===== src/hdl/usm_cfg.svh =====
`ifndef USM_CFG_SVH
`define USM_CFG_SVH

// Register byte offsets on the APB window
`define USM_OFS_CONTROL 8'h00
`define USM_OFS_DATA 8'h04
`define USM_OFS_BAUD 8'h08
`define USM_OFS_RELOAD 8'h0C
`define USM_OFS_PINCFG 8'h10
`define USM_OFS_STATUS 8'h14

// Field positions in serial_control
`define USM_CTL_RX_DONE 0
`define USM_CTL_TX_DONE 1
`define USM_CTL_RX_NINTH 2
`define USM_CTL_TX_NINTH 3
`define USM_CTL_RX_ENABLE 4
`define USM_CTL_MODE_LO 6
`define USM_CTL_MODE_HI 7

// Field positions in the baud register
`define USM_BAUD_SOURCE 0
`define USM_BAUD_DOUBLE 1
`define USM_BAUD_IRQ_EN 2

// Field positions in the pin configuration register
`define USM_PIN_OD_TX 0
`define USM_PIN_OD_RX 1

// Reset values
`define USM_RST_RELOAD 10'h000
`define USM_RST_BYTE 8'h00
`define USM_RST_WORD 32'h0000_0000

// Timing counts
`define USM_SYNC_LAST 4'hB
`define USM_SYNC_HALF 4'h6
`define USM_OS_LAST 4'hF
`define USM_OS_MID 4'h7
`define USM_GEN_TOP 10'h3FF
`define USM_PRE_DIV4 2'h3
`define USM_PRE_DIV2 2'h1
`define USM_PRE_DIV1 2'h0
`define USM_BITS8 4'h8
`define USM_BITS9 4'h9
`define USM_SYNC_BITS 4'h7

`endif


===== src/hdl/usm_pkg.sv =====
package usm_pkg;

  // Two-bit mode field
  typedef enum logic [1:0] {
    USM_MODE_SYNC = 2'b00,
    USM_MODE_ASYNC8 = 2'b01,
    USM_MODE_ASYNC9_FIXED = 2'b10,
    USM_MODE_ASYNC9_VAR = 2'b11
  } usm_mode_t;

  // Sequencer states, shared by transmitter and receiver
  typedef enum logic [2:0] {
    USM_SEQ_IDLE = 3'b000,
    USM_SEQ_START = 3'b001,
    USM_SEQ_DATA = 3'b010,
    USM_SEQ_STOP = 3'b011,
    USM_SEQ_SHIFT = 3'b100
  } usm_seq_t;

  // One pin as level plus output enable
  typedef struct packed {
    logic level;
    logic drive;
  } usm_pin_t;

endpackage : usm_pkg


===== src/hdl/usm_uart.sv =====
// The implementer's own choices: the placing of the registers and the APB register port.
`timescale 1ns/100ps
`include "usm_cfg.svh"
module usm_uart
  import usm_pkg::*;
(
  input wire logic clock,
  input wire logic rst_b,
  input wire logic psel,
  input wire logic penable,
  input wire logic pwrite,
  input wire logic [7:0] paddr,
  input wire logic [31:0] pwdata,
  output logic [31:0] prdata,
  output logic pready,
  output logic pslverr,
  input wire logic t1_overflow,
  input wire usm_pin_t gpio_tx,
  input wire usm_pin_t gpio_rx,
  output usm_pin_t serial_tx_pin,
  input wire logic serial_rx_pin_in,
  output usm_pin_t serial_rx_pin,
  output logic serial_irq
);

  // Control and configuration state
  usm_mode_t mode, next_mode;
  logic receive_enable, next_receive_enable;
  logic tx_ninth_bit, next_tx_ninth_bit;
  logic rx_ninth_bit, next_rx_ninth_bit;
  logic tx_done_flag, next_tx_done_flag;
  logic rx_done_flag, next_rx_done_flag;
  logic serial_irq_enable, next_serial_irq_enable;
  logic baud_source_select, next_baud_source_select;
  logic baud_double, next_baud_double;
  logic [9:0] baud_reload, next_baud_reload;
  logic od_tx, next_od_tx;
  logic od_rx, next_od_rx;
  logic [7:0] serial_data_buffer, next_serial_data_buffer;
  logic [31:0] next_prdata;
  // Baud tick generator
  logic [9:0] gen_cnt, next_gen_cnt;
  logic [1:0] pre_cnt, next_pre_cnt;
  logic tick, next_tick;
  // Transmitter
  usm_seq_t tx_state, next_tx_state;
  logic [8:0] tx_shift, next_tx_shift;
  logic [3:0] tx_cnt, next_tx_cnt;
  logic [3:0] tx_bit, next_tx_bit;
  logic tx_line, next_tx_line;
  logic sclk, next_sclk;
  // Receiver
  usm_seq_t rx_state, next_rx_state;
  logic [8:0] rx_shift, next_rx_shift;
  logic [3:0] rx_cnt, next_rx_cnt;
  logic [3:0] rx_bit, next_rx_bit;
  logic rx_meta, rx_sync, rx_prev;
  // Pins
  usm_pin_t next_tx_pin, next_rx_pin;

  logic access, wr, setup, ctl_hit, mapped, open_reg;
  logic nine, base_evt, tx_set, rx_set;
  logic [1:0] pre_max;
  logic [3:0] nbits;
  usm_pin_t tx_raw, rx_raw;

  // Zero-wait-state slave; read data is latched in the setup phase
  assign pready = 1'b1;
  assign access = psel & penable;
  assign setup = psel & ~penable;
  assign wr = access & pwrite;
  assign ctl_hit = paddr == `USM_OFS_CONTROL;
  // Registers other than control and pins hide while the port is off
  assign open_reg = receive_enable;
  assign mapped = ctl_hit | (paddr == `USM_OFS_DATA)
    | (paddr == `USM_OFS_BAUD) | (paddr == `USM_OFS_RELOAD)
    | (paddr == `USM_OFS_PINCFG) | (paddr == `USM_OFS_STATUS);
  assign pslverr = access & ~mapped;
  assign nine = mode[1];
  assign nbits = nine ? `USM_BITS9 : `USM_BITS8;
  // One enable, one request line for both directions
  assign serial_irq = serial_irq_enable
    & (tx_done_flag | rx_done_flag);

  // Two-flop synchroniser on the receive pin; rx_sync and its delayed copy rx_prev are used
  always_ff @(posedge clock)
  begin
    if (!rst_b)
    begin
      rx_meta <= 1'b1;
      rx_sync <= 1'b1;
      rx_prev <= 1'b1;
    end
    else
    begin
      rx_meta <= serial_rx_pin_in;
      rx_sync <= rx_meta;
      rx_prev <= rx_sync;
    end
  end

  // Baud source: the fixed 9-bit mode counts every clock
  always_comb
  begin
    if (mode == USM_MODE_ASYNC9_FIXED)
      base_evt = 1'b1;
    else if (baud_source_select)
      base_evt = gen_cnt == `USM_GEN_TOP;
    else
      base_evt = t1_overflow;
    // Sixteen-times tick: reload and fixed divide by 4, timer 1 by 2
    if (mode != USM_MODE_ASYNC9_FIXED && !baud_source_select)
      pre_max = baud_double ? `USM_PRE_DIV1 : `USM_PRE_DIV2;
    else
      pre_max = baud_double ? `USM_PRE_DIV2 : `USM_PRE_DIV4;
  end

  // Pin muxing: GPIO owns the pins while the port is off
  always_comb
  begin
    tx_raw.level = (mode == USM_MODE_SYNC) ? sclk : tx_line;
    tx_raw.drive = 1'b1;
    rx_raw.level = tx_line;
    rx_raw.drive = tx_state == USM_SEQ_SHIFT;
    if (!receive_enable)
    begin
      tx_raw = gpio_tx;
      rx_raw = gpio_rx;
    end
    // Open drain only pulls low and ignores the direction setting
    next_tx_pin = od_tx ? usm_pin_t'{level: 1'b0, drive: ~tx_raw.level}
      : tx_raw;
    next_rx_pin = od_rx ? usm_pin_t'{level: 1'b0, drive: ~rx_raw.level}
      : rx_raw;
  end

  // Next state of registers, baud generator and both sequencers
  always_comb
  begin
    next_mode = mode;
    next_receive_enable = receive_enable;
    next_tx_ninth_bit = tx_ninth_bit;
    next_rx_ninth_bit = rx_ninth_bit;
    next_tx_done_flag = tx_done_flag;
    next_rx_done_flag = rx_done_flag;
    next_serial_irq_enable = serial_irq_enable;
    next_baud_source_select = baud_source_select;
    next_baud_double = baud_double;
    next_baud_reload = baud_reload;
    next_od_tx = od_tx;
    next_od_rx = od_rx;
    next_serial_data_buffer = serial_data_buffer;
    next_prdata = prdata;
    next_gen_cnt = gen_cnt;
    next_pre_cnt = pre_cnt;
    next_tick = 1'b0;
    next_tx_state = tx_state;
    next_tx_shift = tx_shift;
    next_tx_cnt = tx_cnt;
    next_tx_bit = tx_bit;
    next_tx_line = tx_line;
    next_sclk = sclk;
    next_rx_state = rx_state;
    next_rx_shift = rx_shift;
    next_rx_cnt = rx_cnt;
    next_rx_bit = rx_bit;
    tx_set = 1'b0;
    rx_set = 1'b0;

    // Read mux, sampled in the setup phase so prdata is a flop
    if (setup)
    begin
      next_prdata = `USM_RST_WORD;
      if (ctl_hit)
        next_prdata[7:0] = {mode, 1'b0, receive_enable, tx_ninth_bit,
          rx_ninth_bit, tx_done_flag, rx_done_flag};
      else if (paddr == `USM_OFS_PINCFG)
        next_prdata[1:0] = {od_rx, od_tx};
      else if (open_reg && paddr == `USM_OFS_DATA)
        next_prdata[7:0] = serial_data_buffer;
      else if (open_reg && paddr == `USM_OFS_BAUD)
        next_prdata[2:0] = {serial_irq_enable, baud_double,
          baud_source_select};
      else if (open_reg && paddr == `USM_OFS_RELOAD)
        next_prdata[9:0] = baud_reload;
      else if (open_reg && paddr == `USM_OFS_STATUS)
        next_prdata[1:0] = {rx_state != USM_SEQ_IDLE,
          tx_state != USM_SEQ_IDLE};
    end

    // Register writes; flags take software values, hardware sets later
    if (wr && ctl_hit)
    begin
      next_receive_enable = pwdata[`USM_CTL_RX_ENABLE];
      next_tx_done_flag = pwdata[`USM_CTL_TX_DONE];
      next_rx_done_flag = pwdata[`USM_CTL_RX_DONE];
      if (open_reg)
      begin
        next_mode = usm_mode_t'(pwdata[`USM_CTL_MODE_HI:`USM_CTL_MODE_LO]);
        next_tx_ninth_bit = pwdata[`USM_CTL_TX_NINTH];
        next_rx_ninth_bit = pwdata[`USM_CTL_RX_NINTH];
      end
    end
    if (wr && paddr == `USM_OFS_PINCFG)
    begin
      next_od_tx = pwdata[`USM_PIN_OD_TX];
      next_od_rx = pwdata[`USM_PIN_OD_RX];
    end
    if (wr && open_reg && paddr == `USM_OFS_BAUD)
    begin
      next_baud_source_select = pwdata[`USM_BAUD_SOURCE];
      next_baud_double = pwdata[`USM_BAUD_DOUBLE];
      next_serial_irq_enable = pwdata[`USM_BAUD_IRQ_EN];
    end
    if (wr && open_reg && paddr == `USM_OFS_RELOAD)
      next_baud_reload = pwdata[9:0];

    // Everything below halts while the port is disabled
    if (receive_enable)
    begin
      // Reload counter wraps every 1024 - reload clocks
      next_gen_cnt = (gen_cnt == `USM_GEN_TOP) ? baud_reload
        : gen_cnt + 10'h001;
      if (base_evt)
      begin
        next_pre_cnt = (pre_cnt >= pre_max) ? 2'h0 : pre_cnt + 2'h1;
        next_tick = pre_cnt >= pre_max;
      end

      // Transmitter; writes while busy are dropped
      unique case (tx_state)
        USM_SEQ_IDLE:
        begin
          if (wr && paddr == `USM_OFS_DATA)
          begin
            next_tx_shift = {tx_ninth_bit, pwdata[7:0]};
            next_tx_cnt = 4'h0;
            next_tx_bit = 4'h0;
            if (mode == USM_MODE_SYNC)
            begin
              next_tx_state = USM_SEQ_SHIFT;
              next_tx_line = pwdata[0];
              next_sclk = 1'b0;
            end
            else
            begin
              next_tx_state = USM_SEQ_START;
              next_tx_line = 1'b0;
            end
          end
        end
        USM_SEQ_START, USM_SEQ_DATA, USM_SEQ_STOP:
        begin
          if (tick)
          begin
            next_tx_cnt = tx_cnt + 4'h1;
            if (tx_cnt == `USM_OS_LAST)
            begin
              if (tx_state == USM_SEQ_START)
              begin
                next_tx_state = USM_SEQ_DATA;
                next_tx_line = tx_shift[0];
              end
              else if (tx_state == USM_SEQ_DATA
                && tx_bit + 4'h1 == nbits)
              begin
                next_tx_state = USM_SEQ_STOP;
                next_tx_line = 1'b1;
                tx_set = 1'b1;
              end
              else if (tx_state == USM_SEQ_DATA)
              begin
                next_tx_bit = tx_bit + 4'h1;
                next_tx_shift = {1'b0, tx_shift[8:1]};
                next_tx_line = tx_shift[1];
              end
              else
                next_tx_state = USM_SEQ_IDLE;
            end
          end
        end
        USM_SEQ_SHIFT:
        begin
          // Twelve clocks per bit: low half, then rising shift clock
          next_tx_cnt = (tx_cnt == `USM_SYNC_LAST) ? 4'h0
            : tx_cnt + 4'h1;
          next_sclk = next_tx_cnt >= `USM_SYNC_HALF;
          if (tx_cnt == `USM_SYNC_LAST)
          begin
            next_tx_bit = tx_bit + 4'h1;
            next_tx_shift = {1'b0, tx_shift[8:1]};
            next_tx_line = tx_shift[1];
            if (tx_bit == `USM_SYNC_BITS)
            begin
              next_tx_state = USM_SEQ_IDLE;
              next_tx_line = 1'b1;
              next_sclk = 1'b1;
              tx_set = 1'b1;
            end
          end
        end
        default:
          next_tx_state = USM_SEQ_IDLE;
      endcase

      // Receiver runs beside the transmitter for full duplex
      unique case (rx_state)
        USM_SEQ_IDLE:
        begin
          next_rx_cnt = 4'h0;
          next_rx_bit = 4'h0;
          if (mode == USM_MODE_SYNC)
          begin
            // Clearing a set receive-done flag kicks off a sync read
            if (wr && ctl_hit && rx_done_flag
              && !pwdata[`USM_CTL_RX_DONE] && tx_state == USM_SEQ_IDLE)
            begin
              next_rx_state = USM_SEQ_SHIFT;
              next_sclk = 1'b0;
            end
          end
          else if (rx_prev && !rx_sync)
            next_rx_state = USM_SEQ_START;
        end
        USM_SEQ_START, USM_SEQ_DATA, USM_SEQ_STOP:
        begin
          if (tick)
          begin
            next_rx_cnt = rx_cnt + 4'h1;
            if (rx_cnt == `USM_OS_MID)
            begin
              if (rx_state == USM_SEQ_START && rx_sync)
                next_rx_state = USM_SEQ_IDLE; // Glitch, not a start
              else if (rx_state == USM_SEQ_DATA)
              begin
                next_rx_shift = {rx_sync, rx_shift[8:1]};
                next_rx_bit = rx_bit + 4'h1;
              end
              else if (rx_state == USM_SEQ_STOP)
              begin
                next_rx_state = USM_SEQ_IDLE;
                rx_set = 1'b1;
                next_serial_data_buffer = nine ? rx_shift[7:0]
                  : rx_shift[8:1];
                next_rx_ninth_bit = nine ? rx_shift[8] : rx_sync;
              end
            end
            else if (rx_cnt == `USM_OS_LAST)
            begin
              if (rx_state == USM_SEQ_START)
                next_rx_state = USM_SEQ_DATA;
              else if (rx_bit == nbits)
                next_rx_state = USM_SEQ_STOP;
            end
          end
        end
        USM_SEQ_SHIFT:
        begin
          next_rx_cnt = (rx_cnt == `USM_SYNC_LAST) ? 4'h0
            : rx_cnt + 4'h1;
          next_sclk = next_rx_cnt >= `USM_SYNC_HALF;
          if (rx_cnt == `USM_SYNC_HALF)
            next_rx_shift = {rx_sync, rx_shift[8:1]};
          if (rx_cnt == `USM_SYNC_LAST)
          begin
            next_rx_bit = rx_bit + 4'h1;
            if (rx_bit == `USM_SYNC_BITS)
            begin
              next_rx_state = USM_SEQ_IDLE;
              next_sclk = 1'b1;
              rx_set = 1'b1;
              next_serial_data_buffer = rx_shift[8:1];
            end
          end
        end
        default:
          next_rx_state = USM_SEQ_IDLE;
      endcase
    end

    // Hardware sets win over a same-cycle software clear
    if (tx_set)
      next_tx_done_flag = 1'b1;
    if (rx_set)
      next_rx_done_flag = 1'b1;
  end

  // State registers
  always_ff @(posedge clock)
  begin
    if (!rst_b)
    begin
      mode <= USM_MODE_SYNC;
      receive_enable <= 1'b0;
      tx_ninth_bit <= 1'b0;
      rx_ninth_bit <= 1'b0;
      tx_done_flag <= 1'b0;
      rx_done_flag <= 1'b0;
      serial_irq_enable <= 1'b0;
      baud_source_select <= 1'b0;
      baud_double <= 1'b0;
      baud_reload <= `USM_RST_RELOAD;
      od_tx <= 1'b0;
      od_rx <= 1'b0;
      serial_data_buffer <= `USM_RST_BYTE;
      prdata <= `USM_RST_WORD;
      gen_cnt <= `USM_RST_RELOAD;
      pre_cnt <= 2'h0;
      tick <= 1'b0;
      tx_state <= USM_SEQ_IDLE;
      tx_shift <= 9'h000;
      tx_cnt <= 4'h0;
      tx_bit <= 4'h0;
      tx_line <= 1'b1;
      sclk <= 1'b1;
      rx_state <= USM_SEQ_IDLE;
      rx_shift <= 9'h000;
      rx_cnt <= 4'h0;
      rx_bit <= 4'h0;
      serial_tx_pin <= '{level: 1'b0, drive: 1'b0};
      serial_rx_pin <= '{level: 1'b0, drive: 1'b0};
    end
    else
    begin
      mode <= next_mode;
      receive_enable <= next_receive_enable;
      tx_ninth_bit <= next_tx_ninth_bit;
      rx_ninth_bit <= next_rx_ninth_bit;
      tx_done_flag <= next_tx_done_flag;
      rx_done_flag <= next_rx_done_flag;
      serial_irq_enable <= next_serial_irq_enable;
      baud_source_select <= next_baud_source_select;
      baud_double <= next_baud_double;
      baud_reload <= next_baud_reload;
      od_tx <= next_od_tx;
      od_rx <= next_od_rx;
      serial_data_buffer <= next_serial_data_buffer;
      prdata <= next_prdata;
      gen_cnt <= next_gen_cnt;
      pre_cnt <= next_pre_cnt;
      tick <= next_tick;
      tx_state <= next_tx_state;
      tx_shift <= next_tx_shift;
      tx_cnt <= next_tx_cnt;
      tx_bit <= next_tx_bit;
      tx_line <= next_tx_line;
      sclk <= next_sclk;
      rx_state <= next_rx_state;
      rx_shift <= next_rx_shift;
      rx_cnt <= next_rx_cnt;
      rx_bit <= next_rx_bit;
      serial_tx_pin <= next_tx_pin;
      serial_rx_pin <= next_rx_pin;
    end
  end

endmodule : usm_uart


===== config.mk =====
export PLATFORM = sky130hd
export DESIGN_NAME = usm_uart
export DESIGN_NICKNAME = d
export VERILOG_FILES = /design/src/hdl/usm_pkg.sv /design/src/hdl/usm_uart.sv
export VERILOG_INCLUDE_DIRS = /design/src /design/src/hdl
export SDC_FILE = /design/constraint.sdc
export NUM_CORES = 1
export LEC_CHECK = 0
export ABC_CLOCK_PERIOD_IN_PS = 2700
export BUFFER_PORTS_ARGS = -buffer_cell sky130_fd_sc_hd__buf_2
export CAP_MARGIN = 20
export CORE_MARGIN = 2
export CORE_UTILIZATION = 45
export CTS_BUF_LIST = sky130_fd_sc_hd__clkbuf_4
export CTS_CLUSTER_SIZE = 28
export DETAILED_ROUTE_END_ITERATION = 10
export PLACE_DENSITY = 0.66
export SYNTH_ARGS = -nofsm -noshare
export SYNTH_HDL_FRONTEND = slang
export SYNTH_SLANG_ARGS = --single-unit

===== constraint.sdc =====
create_clock -name clock -period 2.7 [get_ports clock]
set_input_delay 0.135 -clock clock [delete_from_list [all_inputs] [get_ports clock]]
set_output_delay 0.135 -clock clock [all_outputs]
set_load 0.1 [all_outputs]

=== After elaboration in Yosys (flattened, before gate mapping) ===
Cells that the tools add are included.

* Flip-flop bits (word level): 102
* Bits of input ports: 51
* Output and inout bits: 39

* Add/sub/neg operators: 6
* Order comparisons: 3
* Equal/unequal tests: 51
* Muxes and demuxes: 147
* Bitwise operators: 16
* Reductions and logical operators: 47

{| class="wikitable"
|+ Operator list
! operator !! number
|-
| $mux W8 || 17
|-
| $mux W9 || 12
|-
| $mux W3 || 23
|-
| $mux W4 || 16
|-
| $mux W1 || 53
|-
| $pmux W4 S3 || 4
|-
| $ne A2 B2 Y1 const B || 16
|-
| $reduce_and A7 Y1 || 4
|-
| $pmux W9 S3 || 1
|-
| $mux W2 || 10
|-
| $ne A4 B4 Y1 const B || 5
|-
| $pmux W3 S3 || 2
|-
| $pmux W9 S2 || 1
|-
| $reduce_and A9 Y1 || 2
|-
| $logic_and A1 B1 Y1 || 17
|-
| $add A4 B1 Y4 const B || 4
|-
| $eq A4 B3 Y1 const B || 4
|-
| $eq A4 B4 Y1 const B || 4
|-
| $eq A8 B4 Y1 const B || 2
|-
| $eq A8 B5 Y1 const B || 2
|-
| $pmux W8 S2 || 1
|-
| $eq A3 B2 Y1 const B || 4
|-
| $reduce_bool A3 Y1 || 4
|-
| $add A10 B1 Y10 const B || 1
|-
| other kinds (29) || 61
|}

=== Depth between registers and ports, before layout ===
* Depth in word-level cells: 12
* Mapped depth: 10

=== Worst setup path after synthesis ===
Ideal clock, no wire load.

* Path kind: register to register
* From: register mode[1]
* To: register pre_cnt[1]
* Setup time: 0.070 ns
* Arrival: 2.083 ns
* Path slack: 0.548 ns
* Stages on the path, launching flop included: 9
* Cell sequence: dfxtp_1 buf_2 nor2b_1 nor2_1 or2_2 ha_1 a21oi_1 or4b_2 a21oi_1

* Longest elaborated chain between the ends: 5
* Elaborated cells on any way between the ends: 8
* Classes of those cells: 1 x order compare; 2 x eq/ne; 3 x mux; 2 x reduce/logical

{| class="wikitable"
|+ Ends and longest elaborated chain
! item !! RTL line !! source
|-
| from (decl) || usm_uart.sv:27 || <nowiki>usm_mode_t mode, next_mode;</nowiki>
|-
| from (signal assigned) || usm_uart.sv:425 || <nowiki>mode <= next_mode;</nowiki>
|-
| $ne A2 B2 Y1 || usm_uart.sv:112 || <nowiki>if (mode != USM_MODE_ASYNC9_FIXED && !baud_source_select)</nowiki>
|-
| $logic_and A1 B1 Y1 || usm_uart.sv:112 ||
|-
| $mux W2 || usm_uart.sv:112 ||
|-
| $ge A2 B2 Y1 || usm_uart.sv:226 || <nowiki>next_pre_cnt = (pre_cnt >= pre_max) ? 2'h0 : pre_cnt + 2'h1;</nowiki>
|-
| $mux W2 || usm_uart.sv:226 ||
|-
| to (signal assigned) || usm_uart.sv:440 || <nowiki>pre_cnt <= next_pre_cnt;</nowiki>
|-
| to (decl) || usm_uart.sv:43 || <nowiki>logic [1:0] pre_cnt, next_pre_cnt;</nowiki>
|}

Parallel ways exist; a longest one is shown, timed or not.
A chain may end at the register's enable or synchronous reset.

=== Worst setup path in the final report ===
* From: register rx_cnt[0]
* To: register rx_state[0]

* Longest elaborated chain between the ends: 4
* Elaborated cells on any way between the ends: 12
* Classes of those cells: 8 x eq/ne; 3 x mux; 1 x reduce/logical

{| class="wikitable"
|+ Ends and longest elaborated chain
! item !! RTL line !! source
|-
| from (decl) || usm_uart.sv:55 || <nowiki>logic [3:0] rx_cnt, next_rx_cnt;</nowiki>
|-
| from (signal assigned) || usm_uart.sv:450 || <nowiki>rx_cnt <= next_rx_cnt;</nowiki>
|-
| $eq A4 B3 Y1 (no line) || - ||
|-
| $mux W3 || usm_uart.sv:330 || <nowiki>if (rx_cnt == `USM_OS_MID)</nowiki>
|-
| $mux W3 || usm_uart.sv:327 || <nowiki>if (tick)</nowiki>
|-
| $pmux W3 S3 || usm_uart.sv:307 || <nowiki>unique case (rx_state)</nowiki>
|-
| to (signal assigned) || usm_uart.sv:448 || <nowiki>rx_state <= next_rx_state;</nowiki>
|-
| to (decl) || usm_uart.sv:53 || <nowiki>usm_seq_t rx_state, next_rx_state;</nowiki>
|}

Parallel ways exist; a longest one is shown, timed or not. The select of a mux whose other input is x is not followed.

==> results.yml <==
finish:
  nNetsFinal: 778
  stdcell_area_sq_mm: 0.006212
  drive_gt1_share_pct: 13.85
  fillers: 1222
  antennaDiodeCount: 0
  final_core_util_pct: 49.63
  synthToLayoutAreaGrowth_pct: 8.882
  reg_top3: "baud_reload (10), gen_cnt (10), prdata (10)"
sta:
  finalClockSkew_ps: 21.55
  hold_slack_ps: 51.42
  relSlewSlack_pct: 45.67
  finalHoldViolCount: 0
  tns_ps: 0
  drv_slew: 0
  finalCriticalPeriod_ps: 2275
  final.period_utilization_pct: 84.27
  fmax_ghz: 0.4395
  rsz0062_at_grt: "false"
  setup_viol: 0
  tightest_slew_ps: 815.0
power:
  p_seq_share_pct: 55.5
  pwr_density_cell_mw_per_mm2: 440.1
  p_int_mw: 1.953
  combPwrFrac_pct: 11.8
  power.total_mw: 2.734
  p_leak_nw: 2.251
  switchingPower_mw: 0.7809
  p_clk_share_pct: 32.8
  irDropWorstVdd_v: 0.0004302
  swShare_pct: 28.56
floorplan:
  core_area_sq_mm: 0.01252
  ioPinCount: 90
  dieArea_sq_mm: 0.01360
  die_w_microns: 116.6
  start_util_pct: 45.58
  rows: 41
  dieHeight_microns: 116.6
synthesis:
  yosysWarnings: 0
  yosys.area.top_type: "dfxtp_1"
  syn_area_sq_mm: 0.005705
  syn_area_per_cell_sq_um: 8.378
  ys_seq_elements: 102
  ys_seq_area_share_pct: 35.79
  synth_cell_types: 82
  synth-main-ff-cell: "dfxtp_1"
  syn-instance-count: 681
  synth.top_cell.area_share_pct: 35.79
  synth_commonest_cells: "102 x dfxtp_1, 70 x nor2_1, 57 x a21oi_1"
  ys_async_sr_fraction_pct: 0
  yosysMostFrequentCell: "dfxtp_1"
  synth_area_leaders: "dfxtp_1 36%, mux2i_1 6.8%, a21oi_1 5.0%"
  synth-edff-count: 0
critical_path:
  end_kind: "flop"
  r2r_start: "rx_cnt[0]"
  slowest_stage: "or4_4"
  critPathLaunchType: "flop"
  reg2reg_slack_ps: 420
  worstSetupPathType: "flop to flop"
  r2r_cells: 6
  critical-path-max-stage-delay_ps: 590
  r2r_end: "rx_state[0]"
  worstPathArrival_ps: 2680
  crit_required_ps: 3110
  critPathMaxFanout: 9
  cp_cell_sequence: "ha_1, nand3b_1, a2bb2oi_1, or4_4, a211o_1, a21oi_1"
drt:
  drtIter0Drc: 401
  vias_per_cell: 5.760
  first_pass_iters: 5
  avgRoutedWirePerCell_microns: 16.30
  drcViolationCount: 0
  finalWirelength_microns: 14570
  detail-route-antenna-nets: 0
  dr_total_vias: 5149
flow_run:
  cap_violations: 0
clock_tree:
  clock_sinks: 102
  htreeDepth: 3
  hold_buffers: 15
  clock_latency_ps: 460
  cts-buffers-inserted: 9
  cts_buffer_depth: 2
  cts_tree: "built"
  postCtsSetupBuffers: 0
  root_buffer: "clkbuf_4"
  path_clk_slew_ps: 160
  post_cts_resized: 0
placement:
  post_dp_cell_area_sq_mm: 0.005902
  dp_hpwl_microns: 10570
  place_congestion: 0.8826
  portBuffers: 44
outcome:
  outcome: "finished, final reports clean"
global_routing:
  grt_max_degree: 36
  gr-usage-all-layers_pct: 22.23
  grt_pass1_vias: 4799
  grt_overflow_total: 0
  antenna_found_initial: 0
  grt_pass1_wl_microns: 23770
worst_hold_path:
  worst_hold_path_type: "primary input to flop"
  hold_depth: 4
  min_to: "serial_tx_pin[1]"
  min-delay-start: "gpio_tx[1]"
## critical path: cells and delay by family (launching register included)
kind,cells,cell delay [ps]
simple gates,2,820
fa+ha+maj,1,360
flops,1,440
compound gates,3,610
## power by group through the flow
stage	Clock (mW)	Combinational (mW)	Sequential, mW
2_1_floorplan	0	0.230	1.59
3_3_place_gp	0	0.301	1.55
3_5_place_dp	0	0.303	1.55
4_1_cts	0.920	0.320	1.52
5_1_grt	0.976	0.337	1.52
6_report	0.896	0.322	1.52
## layout make-up
cell class	count	area [sq um]	share of cell area (%)
multi-input combinational	521	3293	53.01
sequential	102	2042	32.87
timing repair buffer	70	452.9	7.291
tap	172	215.2	3.464
clock inverter	6	85.08	1.370
clock buffer	10	75.07	1.208
inverter	13	48.80	0.7855
## placed cells by master (no fill, tap or decap), drive strengths merged, types with 9 or more instances in the layout
cell type    instances
a211oi              12
a21oi               57
a311oi               9
and3                10
buf                 55
clkbuf              10
conb                23
dfxtp              102
dlygate4sd3         15
ha                  10
inv                 14
mux2i               39
nand2               53
nand2b               9
nand3               37
nor2                70
nor3                26
o21ai               24
## layer usage
metal	up-vias	global-route usage, %	share of wire (%)
met5	-	0	0
met4	0	5.882	1.0
met3	16	4.152	5.2
met2	164	36.59	46
met1	2446	30.10	48
li1	2523	-	-
## metrics by stage
step / std cells / setup slack (ps)
after CTS: 894 / 437.0
final: 894 / 424.8
after global placement: 863 / 528.5
after floorplan: 702 / 547.6
after global routing: 894 / 232.1
after detailed placement: 863 / 465.0
## logic make-up after synthesis
family	share of synthesized area, %
buffers and inverters	7.873
AOI/OAI and AO/OA	20.40
and+or+nand+nor	24.80
xor gates and xnor gates	1.382
DFF	35.79
other	0.1316
adders and majority gates	2.193
muxes	7.434
## worst max-delay path by stage
stage / from / end / cells after the start
floorplan: mode[1] / pre_cnt[1] / 8
global placement: rx_cnt[0] / rx_state[0] / 6
detailed placement: rx_cnt[0] / rx_state[0] / 6
CTS: rx_cnt[0] / rx_state[0] / 6
global route: rx_cnt[0] / rx_state[0] / 6
finish: rx_cnt[0] / rx_state[0] / 6
Note: power is estimated with default switching activity, not from simulation.
